**config.mk**
```make
export PLATFORM = sky130hd
export DESIGN_NAME = balance_watchdog
export DESIGN_NICKNAME = d
export VERILOG_FILES = /design/src/balance_watchdog_pkg.sv /design/src/tick_if.sv /design/src/balance_watchdog.sv /design/src/interval_tick.sv
export VERILOG_INCLUDE_DIRS = /design/src /design/src/src
export SDC_FILE = /design/constraint.sdc
export NUM_CORES = 1
export LEC_CHECK = 0
export BUFFER_PORTS_ARGS = -buffer_cell sky130_fd_sc_hd__buf_4
export CORE_UTILIZATION = 49
export DETAILED_ROUTE_END_ITERATION = 8
export PLACE_DENSITY = 0.75
export SYNTH_ARGS = -nofsm -noshare
export SYNTH_HDL_FRONTEND = slang
export SYNTH_SLANG_ARGS = --single-unit
```
**constraint.sdc**
```tcl
create_clock -name clk_in -period 1.9 [get_ports clk_in]
set_input_delay 0.095 -clock clk_in [delete_from_list [all_inputs] [get_ports clk_in]]
set_output_delay 0.095 -clock clk_in [all_outputs]
set_load 0.01 [all_outputs]
```
**src/balance_watchdog_defs.svh**
```systemverilog
// Constants for the balancing watchdog and auxiliary settling block
`ifndef BALANCE_WATCHDOG_DEFS_SVH
`define BALANCE_WATCHDOG_DEFS_SVH
// Register address and layout
`define ACQ_CONFIG_ADDR   8'h0C
`define ACQ_CONFIG_RESET  16'h0000
`define PDIV_MSB          13
`define PDIV_LSB          12
`define TMR_MSB           11
`define TMR_LSB           8
`define AUX_MSB           5
`define AUX_LSB           0
// Predivider codes and step lengths in seconds, minus one
`define PDIV_OFF          2'h0
`define PDIV_1S           2'h1
`define PDIV_4S           2'h2
`define PDIV_16S          2'h3
`define STEP_1S_M1        5'h00
`define STEP_4S_M1        5'h03
`define STEP_16S_M1       5'h0F
`define TMR_ZERO          4'h0
`define AUX_ZERO          6'h00
// Clock and timing
`define CLK_HZ            50000000
`define CLK_MHZ           50
`define BAL_BASE_S        1
`define BAL_SEC_CYCLES    (`CLK_HZ * `BAL_BASE_S)
`define AUX_STEP_NS       5300
`define AUX_MAX_NS        339200
`define AUX_STEP_CYCLES   ((`AUX_STEP_NS * `CLK_MHZ + 999) / 1000)
`define CELL_COUNT        12
`endif

```
**src/balance_watchdog_pkg.sv**
```systemverilog
// Types shared by the balancing watchdog design
package balance_watchdog_pkg;
  typedef enum logic [1:0] {SEQ_IDLE, SEQ_SETTLE, SEQ_CONVERT} seq_state_e;
  typedef logic [1:0] pdiv_t;
  typedef logic [3:0] timer_t;
  typedef logic [5:0] aux_t;
endpackage

```
**src/tick_if.sv**
```systemverilog
// Restart and tick signals between an interval timer and its user
`timescale 1ns/1ps
`default_nettype none
interface tick_if;
  logic restart;
  logic tick;
  modport timer (input restart, output tick);
  modport user  (output restart, input tick);
endinterface
`default_nettype wire

```
**src/balance_watchdog.sv**
```systemverilog
// Acquisition configuration register, balancing watchdog and aux settling sequencer
//
// Summary of operation
// - Reserved bits 15:14 and 7:6 ignore writes and read back as zero.
// - Predivider code zero disables the timeout; enabled switches stay on unless overtemperature forces them off.
// - Predivider codes give timer steps of one, four or sixteen seconds.
// - The four-bit timer counts down by one at each selected step.
// - A timer at zero forces every balancing switch off unless the predivider code is zero.
// - Read-all reports the timer value captured at the ninth bit time.
// - Aux field sets settling time in 5.3 us steps up to 339.2 us.
// - Aux field resets to zero, giving the minimum 5.3 us settling.
// - Full settling time precedes conversion of each enabled aux channel.
// - Thermistor bias is driven only while the measurement sequence runs.
// - Enable bits drive switches; watchdog and overtemperature override separately.
`timescale 1ns/1ps
`default_nettype none
`include "balance_watchdog_defs.svh"
module balance_watchdog
  import balance_watchdog_pkg::*;
#(
  parameter int unsigned SEC_CYCLES = `BAL_SEC_CYCLES
) (
  input  wire logic                    clk_in,
  input  wire logic                    reset_in,
  input  wire logic                    reg_wr_in,
  input  wire logic [7:0]              reg_addr_in,
  input  wire logic [15:0]             reg_wdata_in,
  input  wire logic                    read_capture_in,
  output logic      [15:0]             reg_rdata_out,
  input  wire logic [`CELL_COUNT-1:0]  cell_balance_enable_in,
  input  wire logic                    die_overtemp_in,
  output logic      [`CELL_COUNT-1:0]  balance_switch_out,
  input  wire logic                    scan_start_in,
  input  wire logic [1:0]              aux_enable_in,
  input  wire logic                    conv_done_in,
  output logic                         aux_convert_start_out,
  output logic                         aux_channel_out,
  output logic                         thermistor_bias_out,
  output logic                         scan_busy_out
);
  // Register fields
  pdiv_t      balance_predivider_reg;
  timer_t     balance_timeout_count_reg;
  timer_t     timer_shown_reg;
  aux_t       aux_settle_count_reg;
  logic [4:0] step_count_reg;
  logic [15:0] rdata_reg;
  // Overtemperature synchroniser
  logic       ot_s1_reg;
  logic       ot_s2_reg;
  logic       ot_s3_reg;
  logic       ot_level_reg;
  // Switch outputs
  logic [`CELL_COUNT-1:0] switch_reg;
  // Sequencer
  seq_state_e state_reg;
  seq_state_e state_next;
  aux_t       settle_left_reg;
  aux_t       settle_field_reg;
  logic       chan_reg;
  logic       convert_pulse_reg;
  logic       bias_reg;

  tick_if sec_if ();
  tick_if aux_if ();

  // One second base tick, restarted by a timer write
  // Cycle counted seconds
  interval_tick #(.PERIOD(SEC_CYCLES)) u_sec_tick (
    .clk_in   (clk_in),
    .reset_in (reset_in),
    .port_if  (sec_if)
  );

  // 5.3 us settling increment
  // Cycle counted settle step
  interval_tick #(.PERIOD(`AUX_STEP_CYCLES)) u_aux_tick (
    .clk_in   (clk_in),
    .reset_in (reset_in),
    .port_if  (aux_if)
  );

  // Register decode
  wire        addr_hit;
  wire        cfg_write;
  assign addr_hit  = (reg_addr_in == `ACQ_CONFIG_ADDR);
  assign cfg_write = reg_wr_in && addr_hit;

  // Predivider step selection
  wire [4:0]  step_last;
  wire        timeout_on;
  wire        timer_zero;
  wire        step_pulse;
  assign step_last  = (balance_predivider_reg == `PDIV_1S) ? `STEP_1S_M1 :
                      (balance_predivider_reg == `PDIV_4S) ? `STEP_4S_M1 : `STEP_16S_M1;
  assign timeout_on = (balance_predivider_reg != `PDIV_OFF);
  assign timer_zero = (balance_timeout_count_reg == `TMR_ZERO);
  assign step_pulse = sec_if.tick && (step_count_reg == step_last) && timeout_on && !cfg_write;
  assign sec_if.restart = cfg_write;

  // Configuration fields; reserved bits are never stored
  // Reserved writes dropped
  always_ff @(posedge clk_in)
  begin
    if (reset_in)
    begin
      balance_predivider_reg <= `PDIV_OFF;
      aux_settle_count_reg   <= `AUX_ZERO;
    end
    else if (cfg_write)
    begin
      balance_predivider_reg <= reg_wdata_in[`PDIV_MSB:`PDIV_LSB];
      aux_settle_count_reg   <= reg_wdata_in[`AUX_MSB:`AUX_LSB];
    end
  end

  // Watchdog count; a host load beats a step in the same cycle
  // Immediate timer load
  always_ff @(posedge clk_in)
  begin
    if (reset_in)
      balance_timeout_count_reg <= `TMR_ZERO;
    else if (cfg_write)
      balance_timeout_count_reg <= reg_wdata_in[`TMR_MSB:`TMR_LSB];
    else if (step_pulse && !timer_zero)
      balance_timeout_count_reg <= balance_timeout_count_reg - 4'h1;
  end

  // Seconds within one step
  always_ff @(posedge clk_in)
  begin
    if (reset_in || cfg_write || step_pulse)
      step_count_reg <= 5'h00;
    else if (sec_if.tick)
      step_count_reg <= step_count_reg + 5'h01;
  end

  // Read-all snapshot, taken on the strobe the serial logic gives
  // Capture timer for readback
  always_ff @(posedge clk_in)
  begin
    if (reset_in)
      timer_shown_reg <= `TMR_ZERO;
    else if (read_capture_in)
      timer_shown_reg <= balance_timeout_count_reg;
  end

  // Read data; other addresses answer zero
  wire [15:0] rdata_next;
  assign rdata_next = addr_hit ? {2'b00, balance_predivider_reg, timer_shown_reg,
                                  2'b00, aux_settle_count_reg} : 16'h0000;
  always_ff @(posedge clk_in)
  begin
    if (reset_in)
      rdata_reg <= 16'h0000;
    else
      rdata_reg <= rdata_next;
  end
  assign reg_rdata_out = rdata_reg;

  // Overtemperature comes from the analog side; accept only a settled level
  always_ff @(posedge clk_in)
  begin
    if (reset_in)
    begin
      ot_s1_reg    <= 1'b0;
      ot_s2_reg    <= 1'b0;
      ot_s3_reg    <= 1'b0;
      ot_level_reg <= 1'b0;
    end
    else
    begin
      ot_s1_reg <= die_overtemp_in;
      ot_s2_reg <= ot_s1_reg;
      ot_s3_reg <= ot_s2_reg;
      if (ot_s2_reg == ot_s3_reg)
        ot_level_reg <= ot_s3_reg;
    end
  end

  // Switch gating; either override alone turns every switch off
  wire        wd_expired;
  wire        force_off;
  assign wd_expired = timeout_on && timer_zero;
  assign force_off  = wd_expired || ot_level_reg;
  always_ff @(posedge clk_in)
  begin
    if (reset_in)
      switch_reg <= '0;
    else
      switch_reg <= force_off ? '0 : cell_balance_enable_in;
  end
  assign balance_switch_out = switch_reg;

  // Sequencer decode; a scan with no aux channel enabled is ignored
  wire        scan_accept;
  wire        first_chan;
  wire        more_chan;
  wire        settle_done;
  wire        enter_settle;
  assign scan_accept  = (state_reg == SEQ_IDLE) && scan_start_in && (|aux_enable_in);
  assign first_chan   = !aux_enable_in[0];
  assign more_chan    = !chan_reg && aux_enable_in[1];
  assign settle_done  = (state_reg == SEQ_SETTLE) && aux_if.tick &&
                        (settle_left_reg == `AUX_ZERO);
  assign enter_settle = scan_accept ||
                        ((state_reg == SEQ_CONVERT) && conv_done_in && more_chan);
  assign aux_if.restart = enter_settle;

  // Next state
  always_comb
  begin
    state_next = state_reg;
    case (state_reg)
      SEQ_IDLE:
        if (scan_accept)
          state_next = SEQ_SETTLE;
      SEQ_SETTLE:
        if (settle_done)
          state_next = SEQ_CONVERT;
      SEQ_CONVERT:
        if (conv_done_in)
          state_next = more_chan ? SEQ_SETTLE : SEQ_IDLE;
      default:
        state_next = SEQ_IDLE;
    endcase
  end

  always_ff @(posedge clk_in)
  begin
    if (reset_in)
      state_reg <= SEQ_IDLE;
    else
      state_reg <= state_next;
  end

  // Channel and settle count; field is sampled per channel so a late write
  // applies from the next channel on
  // Full settle per channel
  always_ff @(posedge clk_in)
  begin
    if (reset_in)
    begin
      chan_reg         <= 1'b0;
      settle_left_reg  <= `AUX_ZERO;
      settle_field_reg <= `AUX_ZERO;
    end
    else if (enter_settle)
    begin
      chan_reg         <= scan_accept ? first_chan : 1'b1;
      settle_left_reg  <= aux_settle_count_reg;
      settle_field_reg <= aux_settle_count_reg;
    end
    else if ((state_reg == SEQ_SETTLE) && aux_if.tick)
      settle_left_reg <= settle_left_reg - 6'h01;
  end

  // Registered outputs of the sequencer
  // Bias only during sequence
  always_ff @(posedge clk_in)
  begin
    if (reset_in)
    begin
      convert_pulse_reg <= 1'b0;
      bias_reg          <= 1'b0;
    end
    else
    begin
      convert_pulse_reg <= settle_done;
      bias_reg          <= (state_next != SEQ_IDLE);
    end
  end
  assign aux_convert_start_out = convert_pulse_reg;
  assign aux_channel_out       = chan_reg;
  assign thermistor_bias_out   = bias_reg;
  assign scan_busy_out         = (state_reg != SEQ_IDLE);

  // Helper: cycles spent settling the current channel
  logic [15:0] settle_cyc_reg;
  always_ff @(posedge clk_in)
  begin
    if (reset_in || state_reg != SEQ_SETTLE)
      settle_cyc_reg <= 16'h0000;
    else
      settle_cyc_reg <= settle_cyc_reg + 16'h0001;
  end

  // Helper: cycles since the last step or restart of the step interval
  logic [31:0] step_cyc_reg;
  always_ff @(posedge clk_in)
  begin
    if (reset_in || cfg_write || step_pulse)
      step_cyc_reg <= 32'h00000000;
    else
      step_cyc_reg <= step_cyc_reg + 32'h00000001;
  end

  a_reserved_zero: assert property (@(posedge clk_in) disable iff (reset_in)
    rdata_reg[15:14] == 2'b00 && rdata_reg[7:6] == 2'b00)
    else $error("reserved bits read non-zero");
  a_no_limit: assert property (@(posedge clk_in) disable iff (reset_in)
    (balance_predivider_reg == `PDIV_OFF && !ot_level_reg)
      |=> balance_switch_out == $past(cell_balance_enable_in))
    else $error("switches limited with timeout disabled");
  a_step_ratio: assert property (@(posedge clk_in) disable iff (reset_in)
    step_pulse |-> 64'(step_cyc_reg) + 64'h1 == 64'(SEC_CYCLES) *
      ((balance_predivider_reg == `PDIV_1S) ? 64'h1 :
       (balance_predivider_reg == `PDIV_4S) ? 64'h4 : 64'h10))
    else $error("step not aligned to predivider");
  a_timer_step: assert property (@(posedge clk_in) disable iff (reset_in)
    (!cfg_write && !step_pulse) |=> $stable(balance_timeout_count_reg))
    else $error("timer moved without a step");
  a_expire_off: assert property (@(posedge clk_in) disable iff (reset_in)
    wd_expired |=> balance_switch_out == '0)
    else $error("switch on after watchdog expiry");
  a_capture_hold: assert property (@(posedge clk_in) disable iff (reset_in)
    read_capture_in |=> timer_shown_reg == $past(balance_timeout_count_reg))
    else $error("captured timer value wrong");
  a_settle_time: assert property (@(posedge clk_in) disable iff (reset_in)
    settle_done |-> 32'(settle_cyc_reg) + 32'h1 ==
      (32'(settle_field_reg) + 32'h1) * `AUX_STEP_CYCLES)
    else $error("settle time wrong");
  a_full_settle: assert property (@(posedge clk_in) disable iff (reset_in)
    enter_settle |=> settle_left_reg == $past(aux_settle_count_reg) ##1
      (state_reg == SEQ_SETTLE) [*8])
    else $error("settle cut short");
  a_aux_reset: assert property (@(posedge clk_in)
    reset_in |=> aux_settle_count_reg == `AUX_ZERO)
    else $error("aux field not reset to zero");
  a_bias_scan: assert property (@(posedge clk_in) disable iff (reset_in)
    scan_accept |=> thermistor_bias_out ##0 scan_busy_out)
    else $error("bias not on in sequence");
  a_bias_idle: assert property (@(posedge clk_in) disable iff (reset_in)
    (state_reg == SEQ_IDLE && !scan_accept) [*2] |-> !thermistor_bias_out)
    else $error("bias on while idle");
  a_overtemp_off: assert property (@(posedge clk_in) disable iff (reset_in)
    ot_level_reg |=> balance_switch_out == '0)
    else $error("switch on during overtemperature");
  a_write_load: assert property (@(posedge clk_in) disable iff (reset_in)
    cfg_write |=> balance_timeout_count_reg == $past(reg_wdata_in[`TMR_MSB:`TMR_LSB])
      && step_count_reg == 5'h00)
    else $error("timer write not loaded");

  c_expiry:   cover property (@(posedge clk_in) disable iff (reset_in) $rose(wd_expired));
  c_convert0: cover property (@(posedge clk_in) disable iff (reset_in)
    aux_convert_start_out && !aux_channel_out);
  c_convert1: cover property (@(posedge clk_in) disable iff (reset_in)
    aux_convert_start_out && aux_channel_out);
  c_capture:  cover property (@(posedge clk_in) disable iff (reset_in)
    read_capture_in && !timer_zero);
endmodule // balance_watchdog
`default_nettype wire

```
**src/interval_tick.sv**
```systemverilog
// Free running interval timer giving a one-cycle tick every PERIOD cycles
`timescale 1ns/1ps
`default_nettype none
module interval_tick #(
  parameter int unsigned PERIOD = 265
) (
  input  wire logic clk_in,
  input  wire logic reset_in,
  tick_if.timer     port_if
);
  localparam int unsigned W = (PERIOD > 1) ? $clog2(PERIOD) : 1;
  localparam logic [W-1:0] LAST = W'(PERIOD - 1);

  logic [W-1:0] count_reg;
  logic [W-1:0] count_next;
  wire          at_last;

  // Restart wins so the whole interval follows a restart
  assign at_last      = (count_reg == LAST);
  assign port_if.tick = at_last && !port_if.restart;
  assign count_next   = (port_if.restart || at_last) ? '0 : count_reg + W'(1);

  // Counter state
  always_ff @(posedge clk_in)
  begin
    if (reset_in)
      count_reg <= '0;
    else
      count_reg <= count_next;
  end
endmodule // interval_tick
`default_nettype wire

```
Word-level counts from Yosys, hierarchy flattened --
Cells that the tools add are included.
Operators by class: $add $sub $neg 5, $mul 0, divide/modulo/power cells 0, magnitude comparators 0, eq/ne operators 9, shift operators 0, multiplexer cells 12, bitwise logic cells 1, reduce and logical (&&, ||, !) cells 39
Operator list (count):
- adder 26 x 1 -> 26 bit, second input constant | 1
- == test 26 bit, second input constant | 1
- 2-to-1 mux 4 bit | 4
- logical AND 1 bit | 15
- 2-to-1 mux 6 bit | 2
- nonzero test 2 bit | 5
- OR reduction 2 bit | 5
- adder 9 x 1 -> 9 bit, second input constant | 1
- == test 9 bit, second input constant | 1
- == test 8 x 4 -> 1 bit, second input constant | 1
- logical NOT 6 bit | 1
- logical OR 1 bit | 6
- 2-to-1 mux 2 bit | 3
- case mux 2 bit (3 select lines) | 1
- subtractor 6 x 1 -> 6 bit, second input constant | 1
- adder 5 x 1 -> 5 bit, second input constant | 1
- == test 5 x 4 -> 1 bit | 1
- logical NOT 1 bit | 5
- == test 2 x 1 -> 1 bit, second input constant | 2
- == test 2 bit, second input constant | 2
- logical NOT 4 bit | 1
- subtractor 4 x 1 -> 4 bit, second input constant | 1
- logical NOT 2 bit | 1
- 2-to-1 mux 1 bit | 2
- 2 further kinds | 2
Word-level totals: bits in registers 99, bits in latches 0, RAM bits 0, bits in read-only memories 0, memories kept 0

Depth between registers and ports, before layout --
depth in word-level cells 11, gate-level depth with buffers 9, depth with buffers taken out 7

Hierarchy --
Synthesis repeated with hierarchy kept, for this count alone.
Second synthesis, totals: cells, all modules 439, area, all modules 3990.1 um2
Modules (own cells, without submodules):
- balance_watchdog | instances 1, cells an instance 243, area an instance 2327.2 um2, sequential area each 1201.2 um2
- interval_tick at u_sec_tick | instances 1, cells an instance 147, area an instance 1234.9 um2, sequential area each 520.5 um2
- interval_tick at u_aux_tick | instances 1, cells an instance 49, area an instance 427.9 um2, sequential area each 180.2 um2

Worst setup path before layout --
Ideal clock, no wire load.
kind reg2reg, start point register balance_predivider_reg[0], end point register balance_timeout_count_reg[2], arrival 1833 ps, required time 1767 ps, slack -67 ps, stages on the path, launching flop included 9, path buffers 1, cell sequence dfxtp_1 -> inv_1 -> ha_1 -> and3b_1 -> o221a_2 -> nor4bb_1 -> clkbuf_1 -> mux2i_1 -> o22ai_1
On the way: word-level cells in the longest chain between the ends 9, elaborated cells on any way between the ends 11, those cells by class eq/ne (3); mux (2); reduce/logical (6)
Ends and longest elaborated chain:
- start: declaration | line balance_watchdog.sv:42 | pdiv_t balance_predivider_reg;
- start signal: assignment | line balance_watchdog.sv:107 | balance_predivider_reg <= `PDIV_OFF;
- start signal: assignment | line balance_watchdog.sv:112 | balance_predivider_reg <= reg_wdata_in[`PDIV_MSB:`PDIV_LSB];
- == test 2 bit (no source line)
- 2-to-1 mux 4 bit (no source line) (2 in a row)
- == test 5 x 4 -> 1 bit | line balance_watchdog.sv:98 | assign step_pulse = sec_if.tick && (step_count_reg == step_last) && timeout_on && !cfg_write;
- logical AND 1 bit | line balance_watchdog.sv:98
- logical AND 1 bit (*) (2 in a row) | line balance_watchdog.sv:98
- logical AND 1 bit (*) | line balance_watchdog.sv:125 | else if (step_pulse && !timer_zero)
- nonzero test 2 bit (no source line) (*)
- end signal: assignment | line balance_watchdog.sv:122 | balance_timeout_count_reg <= `TMR_ZERO;
- end signal: assignment | line balance_watchdog.sv:124 | balance_timeout_count_reg <= reg_wdata_in[`TMR_MSB:`TMR_LSB];
- end signal: assignment | line balance_watchdog.sv:126 | balance_timeout_count_reg <= balance_timeout_count_reg - 4'h1;
- end: declaration | line balance_watchdog.sv:43 | timer_t balance_timeout_count_reg;
Mark *: on every way between the ends. The rest lies on a longest branch, timed or not. A chain may end at the register's enable or synchronous reset.

Worst setup path in the final report --
start point register balance_predivider_reg[0], end point register balance_timeout_count_reg[1]
The elaborated chain is that of the path after synthesis.

==> impl_metrics.toml <==
[run_status]
status = "complete, but fails checks"
violations = "setup timing"

[finish]
layout_commonest_cell = "buf_4"
final_cell_mix = "buf_4, dfxtp_1, nor2_1"
nets = 612
drive_above_1_share = 0.291
final_area_um2 = 5420
syn2layout_area_growth_pct = 38.5
nFillCells = 576
diodes = 0
largest_reg_flops = 26

[sta]
timing.final.max_slew_violations = 0
worst_slack_ps = -1.66
fin_crit_ps = 1900
post-route-period-util = 1.00
rsz0062_at_grt = "true"
worst_slew_pin_slew_ps = 567
hold_slack_ps = 28.9
final.setup.tns_ps = -1.66
finClkSkew_ps = 5.78
timing.fmax_ghz = 0.526
setup_violations = 1
hold_viol = 0
maxSlewHeadroom = 0.618

[grt]
grt_max_degree = 36
grt_pass1_vias = 3316
grt_usage = 0.223
grt_pass1_wl_mm = 14.8
grt_overflow = 0
antenna_found_initial = 0

[clock_network]
clk_pin_slew_ps = 100
numCtsBuffers = 9
worst_skew_pair.late_latency_ps = 360
clockBufferDepth = 2
cts_tree = "yes"
cts_root_buf = "clkbuf_8"
cts_sinks = 95
h-tree-depth = 3

[worst_setup_path]
cp_data_arrival_time_ps = 2200
worstSetupPathType = "reg -> reg"
critPathLaunchType = "flop"
rr_worst_depth = 8
critPathMaxFanout = 5
critPathCaptureType = "flop"
required_ps = 2200

[yosys]
ys_seq_area_frac = 0.487
async_flop_share = 0
synth_area_leaders = "dfxtp_1, nor2_1, xor2_1"
synth_top_area_frac = 0.487
syn_avg_cell_area_um2 = 9.05
synth_top_cell_by_area = "dfxtp_1"
ys_seq_elements = 95
synth-edff-count = 0
synth_area_um2 = 3910
ys.flop_type = "dfxtp_1"
yosysUniqueCellTypes = 54
syn_inst = 432
ys_warn_count = 0

[placement]
dp_slack_ps = -93.5
hpwlAfterDp_mm = 6.00
placed_area_um2 = 4770
io_buffers = 68
place.gp.congestion = 0.766

[detailed_routing]
via_per_inst = 5.12
drt-initial-drc-count = 107
ant_nets = 0
wl_mm = 9.14
drc_errors = 0
vias = 3403
dr.pass1.iters = 4
wl_per_cell_um = 13.8

[die]
core_area_um2 = 7730
dieArea_um2 = 8340
die-height_um = 91.3
die-width_um = 91.3
rows = 32
start_util = 0.506
top_level_ports = 77

[power_and_ir_drop]
p_total_w = 0.00381
power_density_nw_per_um2 = 703
max-vdd-ir-drop_uv = 397
leakage_nw = 2.26

[hold_path]
holdPathStages = 3
hold_path_class = "in -> reg"

[flow_run]
maxCapViolCount = 0
==> layout make-up <==
type | instances | area (um^2) | area share
clock buffers | 9 | 124 | 0.0229
clock inverters | 7 | 96.3 | 0.0178
inverters | 16 | 60.1 | 0.0111
multi-input cells | 305 | 2040 | 0.378
flip-flops and latches | 95 | 1910 | 0.352
well taps | 102 | 128 | 0.0236
repair buffers | 131 | 1060 | 0.195
==> cell usage after synthesis (all sizes together), types with 2 or more instances <==
cell and instances:
nand3 19, xnor2 11, and3b 2, clkbuf 12, inv 16, dfxtp 95
and4 3, nor4 7, a21oi 24, buf 7, nor3 6, nor4bb 3
and2 26, or3 2, o21ai 6, and3 5, nor4b 4, nor3b 4
o31a 2, a211oi 2, nand4 11, nor2b 6, o311ai 2, nand2 37
mux2i 7, or4 2, o22ai 3, ha 9, nand3b 2, xor2 22
nor2 59, nand2b 3
==> metrics by stage <==
step,std cells,utilization
final,665,0.701
after global routing,665,0.701
after CTS,662,0.678
after detailed placement,624,0.617
after global placement,624,0.617
after floorplan,435,-
==> worst paths after layout <==
path	startpoint	endpoint	slack (ps)
min reg2reg	ot_s1_reg$_SDFF_PP0_	ot_s2_reg$_SDFF_PP0_	450
min	read_capture_in	timer_shown_reg[0]$_SDFFE_PP0P_	30
max reg2reg	balance_predivider_reg[0]$_SDFFE_PP0P_	balance_timeout_count_reg[1]$_SDFFE_PP0P_	-2
max	balance_predivider_reg[0]$_SDFFE_PP0P_	balance_timeout_count_reg[1]$_SDFFE_PP0P_	-2
==> cell families (layout without fill, tap and decap cells) <==
logic type,count (synthesis),after routing,synth area share
AOI/OAI and AO/OA,46,46,0.0723
xor gates and xnor gates,33,33,0.0739
adders and majority gates,9,9,0.0288
buffers and inverters,35,163,0.0384
DFF,95,95,0.487
muxes,8,8,0.0208
other,1,4,0.000959
and+or+nand+nor,205,205,0.278
==> routing by layer <==
layer | track usage | part of all wire | vias to the layer above | wire length, um
met5 | 0 | 0 | - | 0
met4 | 0.0635 | 0.012 | 0 | 106
met3 | 0.0486 | 0.031 | 11 | 283
met2 | 0.390 | 0.51 | 62 | 4690
met1 | 0.274 | 0.44 | 1617 | 4060
li1 | - | - | 1713 | -
==> what timing repair did <==
item                                   4_1_cts  5_1_grt
setup endpoints to repair                   19       39
endpoints found under the hold margin       21        0
hold buffers                                21        0
setup buffers                                1        3
pin swaps                                    2        8
resized for setup                            8       30
==> report_power, final <==
| group | switching [W] | internal [W] |
|---|---|---|
| sequential | 0.0000201 | 0.00202 |
| combinational | 0.000128 | 0.000164 |
| clock | 0.000723 | 0.000746 |
| total | 0.000871 | 0.00293 |
==> critical path, cell delays in order, from the launching register on <==
cell      delay, ps
dfxtp_2         330
buf_4           130
ha_2            170
nor3b_2         160
o221a_4         300
nor4bb_4        150
buf_4           160
or3_4           330
a21oi_2         110
(Power assumes the default switching activity.)
